$ cat src/design/dtc_pkg.sv
// dual timer/counter package: register indexes, fields, modes, timing
package dtc_pkg;

  // register indexes; byte address is four times the index
  localparam logic [9:0] IDX_CTRL = 10'h088;
  localparam logic [9:0] IDX_MODE = 10'h089;
  localparam logic [9:0] IDX_TL0 = 10'h08a;
  localparam logic [9:0] IDX_TL1 = 10'h08b;
  localparam logic [9:0] IDX_TH0 = 10'h08c;
  localparam logic [9:0] IDX_TH1 = 10'h08d;
  localparam logic [9:0] IDX_AUX_MODE = 10'h08f;
  localparam logic [9:0] IDX_TOGGLE = 10'h090;

  // reset values
  localparam logic [7:0] MODE_RESET = 8'h00;
  localparam logic [7:0] COUNT_RESET = 8'h00;

  // timer_mode_select fields
  localparam int MODE_T0_LO = 0;
  localparam int FSEL_T0 = 2;
  localparam int GATE_T0 = 3;
  localparam int MODE_T1_LO = 4;
  localparam int FSEL_T1 = 6;
  localparam int GATE_T1 = 7;
  // timer_aux_mode_select fields
  localparam int MODE2_T0 = 0;
  localparam int MODE2_T1 = 4;
  // control register fields
  localparam int RUN_T0 = 4;
  localparam int FLAG_T0 = 5;
  localparam int RUN_T1 = 6;
  localparam int FLAG_T1 = 7;
  // toggle register fields
  localparam int TOG_T0 = 0;
  localparam int TOG_T1 = 1;

  // machine cycle: processor clocks per machine cycle
  localparam int MC_CLOCKS = 2;
  localparam logic [4:0] PRESCALE_LAST = 5'h1f;
  localparam logic [7:0] PWM_FORCE_LOW = 8'hff;

  typedef enum logic [2:0] {
    DTC_MODE_13BIT = 3'b000,
    DTC_MODE_16BIT = 3'b001,
    DTC_MODE_AUTO = 3'b010,
    DTC_MODE_SPLIT = 3'b011,
    DTC_MODE_PWM = 3'b110
  } dtc_mode_e;

  // one timer's count bytes plus its overflow event
  typedef struct packed {
    logic [7:0] tl;
    logic [7:0] th;
    logic ovf;
  } dtc_cnt_s;

endpackage : dtc_pkg

$ cat src/design/dtc_pin_sampler.sv
// pin synchroniser with once-per-machine-cycle sampling and fall detect
`timescale 1ns/1ns
module dtc_pin_sampler (
  // clock and reset
  input wire logic clock,
  input wire logic rst,
  // machine cycle strobe
  input wire logic tick,
  // pin in, sampled level and fall pulse out
  input wire logic pin,
  output logic level,
  output logic fall
);

  logic sync1_reg;
  logic sync2_reg;
  logic sample_reg;
  logic fall_reg;

  always_ff @(posedge clock or posedge rst) begin
    if (rst) begin
      sync1_reg <= 1'b0;
      sync2_reg <= 1'b0;
      sample_reg <= 1'b0;
      fall_reg <= 1'b0;
    end else begin
      sync1_reg <= pin;
      sync2_reg <= sync1_reg;
      if (tick) begin
        sample_reg <= sync2_reg;
      end
      // high then low sample, pulse next clock
      fall_reg <= tick & sample_reg & ~sync2_reg;
    end
  end

  assign level = sync2_reg;
  assign fall = fall_reg;

endmodule : dtc_pin_sampler

$ cat src/design/dtc_top.sv
// dual timer/counter core with apb register access
//
// Summary of operation
// - timer function increments the count once per machine cycle (every two clocks) while enabled
// - counter function samples pin each machine cycle, counts high-then-low samples
// - counted edge shows in the count during the following machine cycle
// - edge recognition takes two machine cycles of two clocks each
// - function select bit: clear counts clock, set counts own pin
// - counting needs run set and gate clear or gate pin high; in split, timer 1 ignores run and the high byte ignores gate
// - three mode bits pick 13-bit, 16-bit, auto-reload, split or pwm
// - auto-reload mode reloads low byte from high byte on overflow
// - split mode: low byte timer0, high byte timer on timer1 controls
// - 13-bit mode uses high byte and five low bits only
// - 13-bit mode is an 8-bit counter behind a divide-by-32 prescaler
// - count wrap from all ones to zero sets the overflow flag
// - setting run resumes counting without clearing the count bytes
// - 16-bit mode cascades both full bytes, no prescaler
// - optional pin output inverts on every overflow
// - toggle output starts high, works only in timer function
// - auto-reload leaves the high byte unchanged
// - flag set on overflow, cleared by vectoring or software; pwm drives it
// - pwm period 256 machine cycles (512 clocks), high byte sets the low time
//
// The APB slave port was decided locally.
`timescale 1ns/1ns
module dtc_top (
  // clock and reset
  input wire logic clock,
  input wire logic rst,
  // apb slave
  input wire logic psel,
  input wire logic penable,
  input wire logic pwrite,
  input wire logic [11:0] paddr,
  input wire logic [31:0] pwdata,
  output logic [31:0] prdata,
  output logic pready,
  output logic pslverr,
  // count input / toggle output pins
  input wire logic first_count_input_pin,
  input wire logic second_count_input_pin,
  output logic [1:0] count_pin_out,
  output logic [1:0] count_pin_oe,
  // gate pins, timer 0 in bit 0
  input wire logic [1:0] gate_input_pin,
  // interrupt vectoring acknowledge and flags
  input wire logic [1:0] vector_ack,
  output logic [1:0] overflow_flag
);

  // next counts for modes 0, 1, 2, 6 and the split low byte
  function automatic dtc_pkg::dtc_cnt_s dtc_step(input logic [2:0] mode,
      input logic [7:0] tl, input logic [7:0] th, input logic inc);
    dtc_pkg::dtc_cnt_s r;
    r.tl = tl;
    r.th = th;
    r.ovf = 1'b0;
    if (inc) begin
      unique case (mode)
        dtc_pkg::DTC_MODE_13BIT: begin
          if (tl[4:0] == dtc_pkg::PRESCALE_LAST) begin
            r.tl = {tl[7:5], 5'h00};
            r.th = th + 8'h01;
            r.ovf = (th == 8'hff);
          end else begin
            r.tl = {tl[7:5], tl[4:0] + 5'h01};
          end
        end
        dtc_pkg::DTC_MODE_16BIT: begin
          {r.th, r.tl} = {th, tl} + 16'h0001;
          r.ovf = ({th, tl} == 16'hffff);
        end
        dtc_pkg::DTC_MODE_AUTO: begin
          r.tl = (tl == 8'hff) ? th : tl + 8'h01;
          r.ovf = (tl == 8'hff);
        end
        dtc_pkg::DTC_MODE_SPLIT, dtc_pkg::DTC_MODE_PWM: begin
          r.tl = tl + 8'h01;
          r.ovf = (tl == 8'hff);
        end
        default: begin
          r.ovf = 1'b0;
        end
      endcase
    end
    return r;
  endfunction : dtc_step

  // pwm flag level: low while count is below the high byte
  function automatic logic dtc_pwm_level(input logic [7:0] tl, input logic [7:0] th);
    return (th != dtc_pkg::PWM_FORCE_LOW) && (tl >= th);
  endfunction : dtc_pwm_level

  logic [7:0] mode_reg;
  logic [7:0] aux_mode_reg;
  logic [1:0] run_reg;
  logic [1:0] flag_reg;
  logic [1:0] toggle_en_reg;
  logic [7:0] tl_reg [2];
  logic [7:0] th_reg [2];
  logic [1:0] pin_out_reg;
  logic [1:0] pin_oe_reg;
  logic [31:0] prdata_reg;
  logic [0:0] mc_phase_reg;

  logic tick;
  logic [1:0] gate_lvl;
  logic [1:0] cnt_fall;
  logic [2:0] mode0;
  logic [2:0] mode1;
  logic [1:0] fsel;
  logic [1:0] gate_en;
  logic split;
  logic [1:0] inc;
  logic th0_inc;
  dtc_pkg::dtc_cnt_s s0;
  dtc_pkg::dtc_cnt_s s1;
  logic th0_ovf;
  logic [1:0] ovf;
  logic [1:0] pwm;
  logic [7:0] tl_next [2];
  logic [7:0] th_next [2];
  logic [1:0] pwm_lvl;
  logic [1:0] hw_set;
  logic [1:0] flag_clr;
  logic [1:0] flag_next;
  logic [1:0] pin_next;

  // machine cycle strobe
  // two clocks per machine cycle
  always_ff @(posedge clock or posedge rst) begin
    if (rst) begin
      mc_phase_reg <= 1'b0;
    end else begin
      mc_phase_reg <= mc_phase_reg + 1'b1;
    end
  end
  // peripheral clock tick drives timer function
  assign tick = (mc_phase_reg == 1'((dtc_pkg::MC_CLOCKS) - 1));

  // count pins sampled once per machine cycle
  dtc_pin_sampler u_cnt0 (.clock(clock), .rst(rst), .tick(tick),
    .pin(first_count_input_pin), .level(), .fall(cnt_fall[0]));
  dtc_pin_sampler u_cnt1 (.clock(clock), .rst(rst), .tick(tick),
    .pin(second_count_input_pin), .level(), .fall(cnt_fall[1]));
  dtc_pin_sampler u_gate0 (.clock(clock), .rst(rst), .tick(tick),
    .pin(gate_input_pin[0]), .level(gate_lvl[0]), .fall());
  dtc_pin_sampler u_gate1 (.clock(clock), .rst(rst), .tick(tick),
    .pin(gate_input_pin[1]), .level(gate_lvl[1]), .fall());

  assign mode0 = {aux_mode_reg[dtc_pkg::MODE2_T0], mode_reg[dtc_pkg::MODE_T0_LO +: 2]};
  assign mode1 = {aux_mode_reg[dtc_pkg::MODE2_T1], mode_reg[dtc_pkg::MODE_T1_LO +: 2]};
  assign fsel = {mode_reg[dtc_pkg::FSEL_T1], mode_reg[dtc_pkg::FSEL_T0]};
  assign gate_en = {mode_reg[dtc_pkg::GATE_T1], mode_reg[dtc_pkg::GATE_T0]};
  assign split = (mode0 == dtc_pkg::DTC_MODE_SPLIT);
  assign pwm = {mode1 == dtc_pkg::DTC_MODE_PWM, mode0 == dtc_pkg::DTC_MODE_PWM};

  // run and gate qualify the count source
  // function select picks clock tick or pin edge
  assign inc[0] = run_reg[0] & (~gate_en[0] | gate_lvl[0]) & (fsel[0] ? cnt_fall[0] : tick);
  // timer 1 stopped in its own split mode, free of its run bit while timer 0 splits
  assign inc[1] = (split | run_reg[1]) & (~gate_en[1] | gate_lvl[1])
    & (fsel[1] ? cnt_fall[1] : tick) & (mode1 != dtc_pkg::DTC_MODE_SPLIT);
  // split high byte is a timer on timer 1 run bit
  assign th0_inc = split & run_reg[1] & tick;
  assign th0_ovf = th0_inc & (th_reg[0] == 8'hff);

  assign s0 = dtc_step(mode0, tl_reg[0], th_reg[0], inc[0]);
  assign s1 = dtc_step(mode1, tl_reg[1], th_reg[1], inc[1]);
  assign ovf = {s1.ovf, s0.ovf};

  // apb decode
  logic acc_setup;
  logic acc_write;
  logic [9:0] idx;
  logic aligned;
  logic hit;
  logic [7:0] rd_byte;
  assign idx = paddr[11:2];
  assign aligned = (paddr[1:0] == 2'b00);
  assign acc_setup = psel & ~penable;
  assign hit = aligned & (idx == dtc_pkg::IDX_CTRL || idx == dtc_pkg::IDX_MODE
    || idx == dtc_pkg::IDX_TL0 || idx == dtc_pkg::IDX_TL1 || idx == dtc_pkg::IDX_TH0
    || idx == dtc_pkg::IDX_TH1 || idx == dtc_pkg::IDX_AUX_MODE
    || idx == dtc_pkg::IDX_TOGGLE);
  assign acc_write = psel & penable & pwrite & hit;
  logic wr_ctrl;
  logic wr_mode;
  logic wr_aux;
  logic wr_tog;
  logic [1:0] wr_tl;
  logic [1:0] wr_th;
  logic wr_any;
  assign wr_ctrl = acc_write & (idx == dtc_pkg::IDX_CTRL);
  assign wr_mode = acc_write & (idx == dtc_pkg::IDX_MODE);
  assign wr_aux = acc_write & (idx == dtc_pkg::IDX_AUX_MODE);
  assign wr_tog = acc_write & (idx == dtc_pkg::IDX_TOGGLE);
  assign wr_tl = {acc_write & (idx == dtc_pkg::IDX_TL1), acc_write & (idx == dtc_pkg::IDX_TL0)};
  assign wr_th = {acc_write & (idx == dtc_pkg::IDX_TH1), acc_write & (idx == dtc_pkg::IDX_TH0)};
  assign wr_any = acc_write;
  assign rd_byte =
    (idx == dtc_pkg::IDX_CTRL) ? {flag_reg[1], run_reg[1], flag_reg[0], run_reg[0], 4'h0} :
    (idx == dtc_pkg::IDX_MODE) ? mode_reg :
    (idx == dtc_pkg::IDX_TL0) ? tl_reg[0] :
    (idx == dtc_pkg::IDX_TL1) ? tl_reg[1] :
    (idx == dtc_pkg::IDX_TH0) ? th_reg[0] :
    (idx == dtc_pkg::IDX_TH1) ? th_reg[1] :
    (idx == dtc_pkg::IDX_AUX_MODE) ? aux_mode_reg :
    (idx == dtc_pkg::IDX_TOGGLE) ? {6'h00, toggle_en_reg} : 8'h00;

  // software writes win over counting
  assign tl_next[0] = wr_tl[0] ? pwdata[7:0] : s0.tl;
  assign tl_next[1] = wr_tl[1] ? pwdata[7:0] : s1.tl;
  assign th_next[0] = wr_th[0] ? pwdata[7:0] : (th0_inc ? th_reg[0] + 8'h01 : s0.th);
  assign th_next[1] = wr_th[1] ? pwdata[7:0] : s1.th;

  // pwm flag from the 256-count low byte against the high byte
  assign pwm_lvl = {dtc_pwm_level(tl_next[1], th_next[1]), dtc_pwm_level(tl_next[0], th_next[0])};

  // overflow sets the flag; timer 1 flag owned by split high byte
  assign hw_set[0] = ovf[0];
  assign hw_set[1] = split ? th0_ovf : ovf[1];
  // vectoring or a software zero clears; a set in the same cycle wins
  assign flag_clr[0] = vector_ack[0] | (wr_ctrl & ~pwdata[dtc_pkg::FLAG_T0]);
  assign flag_clr[1] = vector_ack[1] | (wr_ctrl & ~pwdata[dtc_pkg::FLAG_T1]);
  assign flag_next = (pwm & pwm_lvl) | (~pwm & (hw_set | (flag_reg & ~flag_clr)));

  // toggle on overflow, high while off or in counter function
  always_comb begin
    for (int n = 0; n < 2; n++) begin
      if (pwm[n]) begin
        pin_next[n] = pwm_lvl[n];
      end else if (!toggle_en_reg[n] || fsel[n]) begin
        pin_next[n] = 1'b1;
      end else begin
        pin_next[n] = pin_out_reg[n] ^ ovf[n];
      end
    end
  end

  always_ff @(posedge clock or posedge rst) begin
    if (rst) begin
      mode_reg <= dtc_pkg::MODE_RESET;
      aux_mode_reg <= dtc_pkg::MODE_RESET;
      run_reg <= 2'b00;
      toggle_en_reg <= 2'b00;
      flag_reg <= 2'b00;
      pin_out_reg <= 2'b11;
      pin_oe_reg <= 2'b00;
      prdata_reg <= 32'h0000_0000;
    end else begin
      // reserved mode codes are stored as written and hold the count
      if (wr_mode) begin
        mode_reg <= pwdata[7:0];
      end
      if (wr_aux) begin
        aux_mode_reg <= {3'h0, pwdata[dtc_pkg::MODE2_T1], 3'h0, pwdata[dtc_pkg::MODE2_T0]};
      end
      if (wr_ctrl) begin
        run_reg <= {pwdata[dtc_pkg::RUN_T1], pwdata[dtc_pkg::RUN_T0]};
      end
      if (wr_tog) begin
        toggle_en_reg <= {pwdata[dtc_pkg::TOG_T1], pwdata[dtc_pkg::TOG_T0]};
      end
      flag_reg <= flag_next;
      pin_out_reg <= pin_next;
      pin_oe_reg <= pwm | (toggle_en_reg & ~fsel);
      if (acc_setup) begin
        prdata_reg <= {24'h000000, rd_byte};
      end
    end
  end

  // count bytes change only by counting or writes, never by run
  always_ff @(posedge clock or posedge rst) begin
    if (rst) begin
      for (int n = 0; n < 2; n++) begin
        tl_reg[n] <= dtc_pkg::COUNT_RESET;
        th_reg[n] <= dtc_pkg::COUNT_RESET;
      end
    end else begin
      for (int n = 0; n < 2; n++) begin
        tl_reg[n] <= tl_next[n];
        th_reg[n] <= th_next[n];
      end
    end
  end

  assign prdata = prdata_reg;
  assign pready = 1'b1;
  assign pslverr = psel & penable & ~hit;
  assign count_pin_out = pin_out_reg;
  assign count_pin_oe = pin_oe_reg;
  assign overflow_flag = flag_reg;
endmodule : dtc_top

$ cat config.mk
export PLATFORM = sky130hd
export DESIGN_NAME = dtc_top
export DESIGN_NICKNAME = d
export VERILOG_FILES = /design/src/design/dtc_pkg.sv /design/src/design/dtc_pin_sampler.sv /design/src/design/dtc_top.sv
export SDC_FILE = /design/constraint.sdc
export NUM_CORES = 1
export LEC_CHECK = 0
export BUFFER_PORTS_ARGS = -buffer_cell sky130_fd_sc_hd__buf_2
export CELL_PAD_IN_SITES_DETAIL_PLACEMENT = 0
export CELL_PAD_IN_SITES_GLOBAL_PLACEMENT = 1
export CORE_MARGIN = 8
export CORE_UTILIZATION = 43
export DETAILED_ROUTE_END_ITERATION = 8
export PLACE_DENSITY_LB_ADDON = 0.1
export REMOVE_ABC_BUFFERS = 1
export SETUP_SLACK_MARGIN = 0.15
export SYNTH_ARGS = -nofsm -noshare
export SYNTH_HDL_FRONTEND = slang
export SYNTH_HIERARCHICAL = 1
export SYNTH_SLANG_ARGS = --single-unit
$ cat constraint.sdc
create_clock -name clock -period 4.9 [get_ports clock]
set_input_delay 1.47 -clock clock [delete_from_list [all_inputs] [get_ports clock]]
set_output_delay 1.47 -clock clock [all_outputs]
set_load 0.02 [all_outputs]
## Yosys cells after proc, flatten, opt, wreduce, memory -nomap -nowiden

Cells that the tools add are included.

- Word-level logic and storage cells: 170
- Output and inout bits: 40
- Flip-flop bits (word level): 73
- Input bits: 55

- Bitwise logic cells: 53
- Add/subtract/negate cells: 9
- Order comparisons: 2
- Equal/unequal tests: 27
- Multiplexer cells: 34
- Reduce and logical (&&, ||, !) cells: 20

Operator list:

| kind | number |
|---|---|
| two-way mux 8 bit | 13 |
| equality test 10 x 8 -> 1 bit (second input constant) | 8 |
| one-hot mux 8 bit (4 select lines) | 2 |
| two-way mux 17 bit | 2 |
| adder 16 x 1 -> 16 bit (second input constant) | 2 |
| adder 8 x 1 -> 8 bit (second input constant) | 4 |
| equality test 16 bit (second input constant) | 2 |
| equality test 8 bit (second input constant) | 4 |
| one-hot mux 8 bit (2 select lines) | 2 |
| bitwise AND 1 bit | 28 |
| two-way mux 9 bit | 2 |
| greater-or-equal comparator 8 bit | 2 |
| inequality test 8 bit (second input constant) | 2 |
| two-way mux 5 bit | 3 |
| equality test 3 x 2 -> 1 bit (second input constant) | 4 |
| adder 5 x 1 -> 5 bit (second input constant) | 2 |
| equality test 5 bit (second input constant) | 2 |
| logical OR 1 bit | 9 |
| bitwise AND 2 bit | 4 |
| inverter 1 bit | 8 |
| two-way mux 1 bit | 7 |
| equality test 3 x 1 -> 1 bit (second input constant) | 2 |
| equality test 3 bit (second input constant) | 2 |
| logical NOT 3 bit | 2 |
| other kinds (13) | 27 |

## Longest topological paths before layout

- Depth in word-level cells: 18
- Mapped depth: 19
- Mapped depth without buffers: 19

## Cells and area by module

Netlist, hierarchy kept.

By module, submodules not included:

| module | area an instance (um2) | times used | seq. area each (um2) | cells an instance |
|---|---|---|---|---|
| dtc_top | 5048.6 | 1 | 1529.0 | 605 |
| dtc_pin_sampler | 128.9 | 4 | 100.1 | 7 |

## Least setup slack after synthesis

OpenSTA, ideal clock, no wires.

- Path type: in2reg
- Start point: in paddr[3]
- End point: reg flag_reg[0] (netlist: overflow_flag[0])
- Cell stages on the path: 17
- Path slack: 0.208 ns
- Required time: 4.766 ns
- Buffers on the path: 2
- Library setup time: 0.134 ns
- Data arrival time: 4.558 ns
- Cells stage by stage: clkbuf_1 > nor2b_1 > nor2_1 > o21bai_1 > nor2_1 > nand3_1 > buf_2 > mux2i_1 > ha_1 > nand2b_1 > a21o_1 > a21o_1 > a211oi_1 > o21bai_1 > a21o_1 > a211oi_1 > a311oi_1

- Longest elaborated chain between the ends: 18
- Elaborated cells on any way between the ends: 33
- Classes of those cells: 1 x order compare; 9 x eq/ne; 2 x mux; 13 x bitwise; 8 x reduce/logical

RTL lines:

| what | line | text |
|---|---|---|
| start, declared | dtc_top.sv:34 | `input wire logic [11:0] paddr,` |
| parallel branches: the longest is 17 deep, another holds equality test 10 x 8 -> 1 bit | - |  |
| bitwise OR 2 bit (*) | dtc_top.sv:226 | `assign flag_next = (pwm & pwm_lvl) \| (~pwm & (hw_set \| (flag_reg & ~flag_clr)));` |
| net flag_next[0] | dtc_top.sv:126 | `logic [1:0] flag_next;` |
| end signal, assigned | dtc_top.sv:265 | `flag_reg <= flag_next;` |
| end, declared | dtc_top.sv:97 | `logic [1:0] flag_reg;` |

Mark *: on every way through the listed nets, which the timed path passes.
A chain may end at the register's enable or synchronous reset.

==> parameters.txt <==
Parameter                              Value

Routing
  Total via count after detailed routing ... 5208
  Number of violations reported at the end of detailed-routing iteration 0 ... 518
  Final Routed Wirelength ... 18200 um
  Mean routed wirelength per cell ... 21.1 um
  Ratio of routed vias to standard cells ... 6.02
  Routed Antenna Nets ... 0
  Number of remaining DRC errors ... 0
  Iteration count of the initial detailed-routing pass ... 8

Worst setup path
  Worst path cell trace ... buf_2 > or4b_1 > a21oi_1 > o21bai_1 > nor2_1 > buf_4 > nand3_1 > buf_4 > nor2_1 > a21oi_1 > ha_1 > a21oi_1 > nor2b_1 > o21ai_0 > a21oi_1 > nor4_1 > o21ai_0 > and3_1
  Top fanout value on the critical path ... 14
  Crit-path leading delay family ... simple AND/OR/NAND/NOR gates
  Critical register-to-register path endpoint ... overflow_flag[0]
  Library cell appearing most often on the critical path ... a21oi_1
  Type of the setup path with the least slack ... in -> reg
  Stage delay of the slowest cell on the critical path ... 0.54 ns
  Launching element type of the critical path ... input port
  Number of buffers and inverters on the critical path ... 3
  Max stage delay cell, worst path ... or4b_1
  Required time of the critical path ... 5.13 ns
  Number of gates on the worst path with buffers counted ... 18
  Slack of the worst reg-to-reg path ... 0.54 ns
  Worst Reg2Reg Path Length in Cells ... 18
  Origin of the critical flop-to-flop path ... tl_reg[9]
  Nature of the critical path endpoint ... register
  Data arrival, critical path ... 4.70 ns

CTS
  Number of sinks driven by the clock tree ... 73
  Number of levels in the clock H-tree ... 3
  Cell at the root of the clock tree ... clkbuf_16
  Clock buffers created by TritonCTS ... 9
  Number of setup buffers added after CTS ... 0
  Register clock-pin slew on the reported worst setup and hold paths ... roughly 0.06 ns
  Clock latency at the later pin of the worst-skew pair ... 0.34 ns
  CTS Buffer Depth ... 2
  CTS tree ... done

STA
  Achievable frequency ... around 220 MHz
  Final number of setup-violating endpoints ... 0
  Final sum of negative setup slack ... 0 ns
  Post-layout minimum cycle time ... 4.47 ns
  Measured slew at the worst slew-check pin ... 0.893 ns
  Slew Limit Headroom ... 0.404
  Share of the clock period used by the worst path after layout ... 0.911
  Setup clock skew after layout ... 0.00564 ns
  Final number of max-transition violations ... 0
  Unrepaired setup endpoints after global routing ... no
  Final Hold Viols ... 0

Floorplan
  Die Width ... between 100 and 150 um
  Initial standard-cell utilization of the core ... 0.434
  Site Rows ... 41
  Area of the core ... 0.0125 mm^2
  Full die area ... 0.0164 mm^2
  Top-level I/O count ... 95
  Die Y ... 128 um

Power
  VDD IR max ... 0.171 mV
  Static Leak ... approximately 2.8 nW
  Part of the power in combinational logic ... 0.069
  Sequential share of power ... 0.439
  Share of power burned in the clock network ... 0.492
  Switching power total ... around 0.00035 W
  Internal power consumption ... 0.00104 W
  P per Cell Area ... 223 mW/mm^2
  Switch share ... 0.249

Layout
  Combined area of the multi-input logic cells ... 0.00325 mm^2
  Storage cell area ... 0.00183 mm^2
  Count of fill cells added during filler insertion ... 1226
  Relative area change from synthesis to final layout ... 14.9%
  Post-route cell area ... 0.00622 mm^2
  Final #Nets ... approximately 760
  Fraction of layout instances using a drive strength above 1 ... 0.199

GRT
  Largest net degree at the start of global routing ... 41
  Gr usage total ... 0.225
  Antenna violations before repair ... 0
  Number of global-route vias before repair ... 5201
  First-pass GRT wire length ... 28700 um
  Aggregate global routing overflow ... 0

Synthesis
  Yosys warnings ... 6
  Cell area after synthesis ... 0.00541 mm^2
  Mean cell area of the mapped netlist ... just under 9 um^2
  Number of cells produced by synthesis ... 625

Worst hold path
  Min-Delay Endpoint ... u_gate1/level
  Startpoint of the tightest hold check path ... u_gate1/sync1_reg
  Type of the tightest min-delay check ... reg -> reg
  Worst hold path depth ... 0

Place
  Buffers on Ports ... 45
  Instance area after placement ... just under 0.006 mm^2
  Placer congestion estimate ... roughly 0.91
  Sum of net half-perimeters after detailed placement ... 13900 um

Flow run
  Max-cap violation count ... 0

Run status
  Outcome ... complete, no violations
-- worst max-delay path by stage --
stage,start,endpoint
CTS,paddr[5],overflow_flag[0]
global route,tl_reg[8],overflow_flag[0]
finish,paddr[5],overflow_flag[1]
global placement,paddr[5],overflow_flag[0]
floorplan,paddr[5],overflow_flag[0]
detailed placement,paddr[5],overflow_flag[0]
-- metal layers --
metal,share of wire,global-route usage
met1,0.47,0.312
met2,0.42,0.328
met3,0.080,0.0491
met4,0.026,0.0979
met5,0,0
-- through the flow --
stage	hold slack (ns)	std cells	setup WS (ns)	utilization	total power (W)
after floorplan	0.331	598	0.154	-	0.000667
after global placement	0.335	848	0.0270	0.473	0.000714
after detailed placement	0.338	848	0.0295	0.473	0.000715
after CTS	0.352	864	0.329	0.497	0.00140
after global routing	0.363	864	0.194	0.499	0.00143
final	0.350	865	0.434	0.499	0.00139
-- timing repair --
action	4_1_cts	5_1_grt
gates resized for setup	0	4
endpoints found under the setup margin	0	2
hold buffers	0	0
-- worst register-to-register path: cells and delay by family (launching register included) --
family	cells	cell delay, ns
AOI/OAI and AO/OA	11	2.19
adders and majority gates	2	0.49
DFF	1	0.47
muxes	1	0.18
and+or+nand+nor	4	0.89
-- layout make-up --
type | count | share of cell area
clock buffer | 10 | 0.0384
timing repair buffer | 78 | 0.0761
sequential | 73 | 0.294
multi-input combinational | 487 | 0.523
antenna | 1 | 0.000402
tap | 172 | 0.0346
clock inverter | 6 | 0.0109
inverter | 38 | 0.0229
-- cells in the final DEF (no fill, tap or decap), types with 5 or more instances in the layout --
master and n:
nand2_1 46, o22ai_1 5, nor2b_1 11, ha_1 22, o21ai_1 6, nor4_1 5
dfrtp_1 71, mux2_1 6, xnor2_1 8, a31oi_1 6, or3_1 8, a32oi_1 5
a21oi_1 34, o21ai_0 40, nand4_1 13, o211ai_1 6, inv_1 37, clkbuf_16 9
and2_1 5, a222oi_1 7, buf_2 45, o21a_1 10, and3_1 7, a21o_1 12
mux2_2 15, buf_4 33, a211oi_1 8, nand2b_1 10, conb_1 25, nor2_1 40
mux2i_1 10, nor3_1 22, nand3_1 24
-- power by group through the flow --
stage | Combinational [W] | Sequential [W] | Clock, W
floorplan | 0.0000464 | 0.000620 | 0
global placement | 0.0000935 | 0.000621 | 0
detailed placement | 0.0000942 | 0.000621 | 0
CTS | 0.0000949 | 0.000610 | 0.000696
global route | 0.000105 | 0.000610 | 0.000718
finish | 0.0000961 | 0.000610 | 0.000683
No activity file was read; power rests on OpenSTA's default activity.
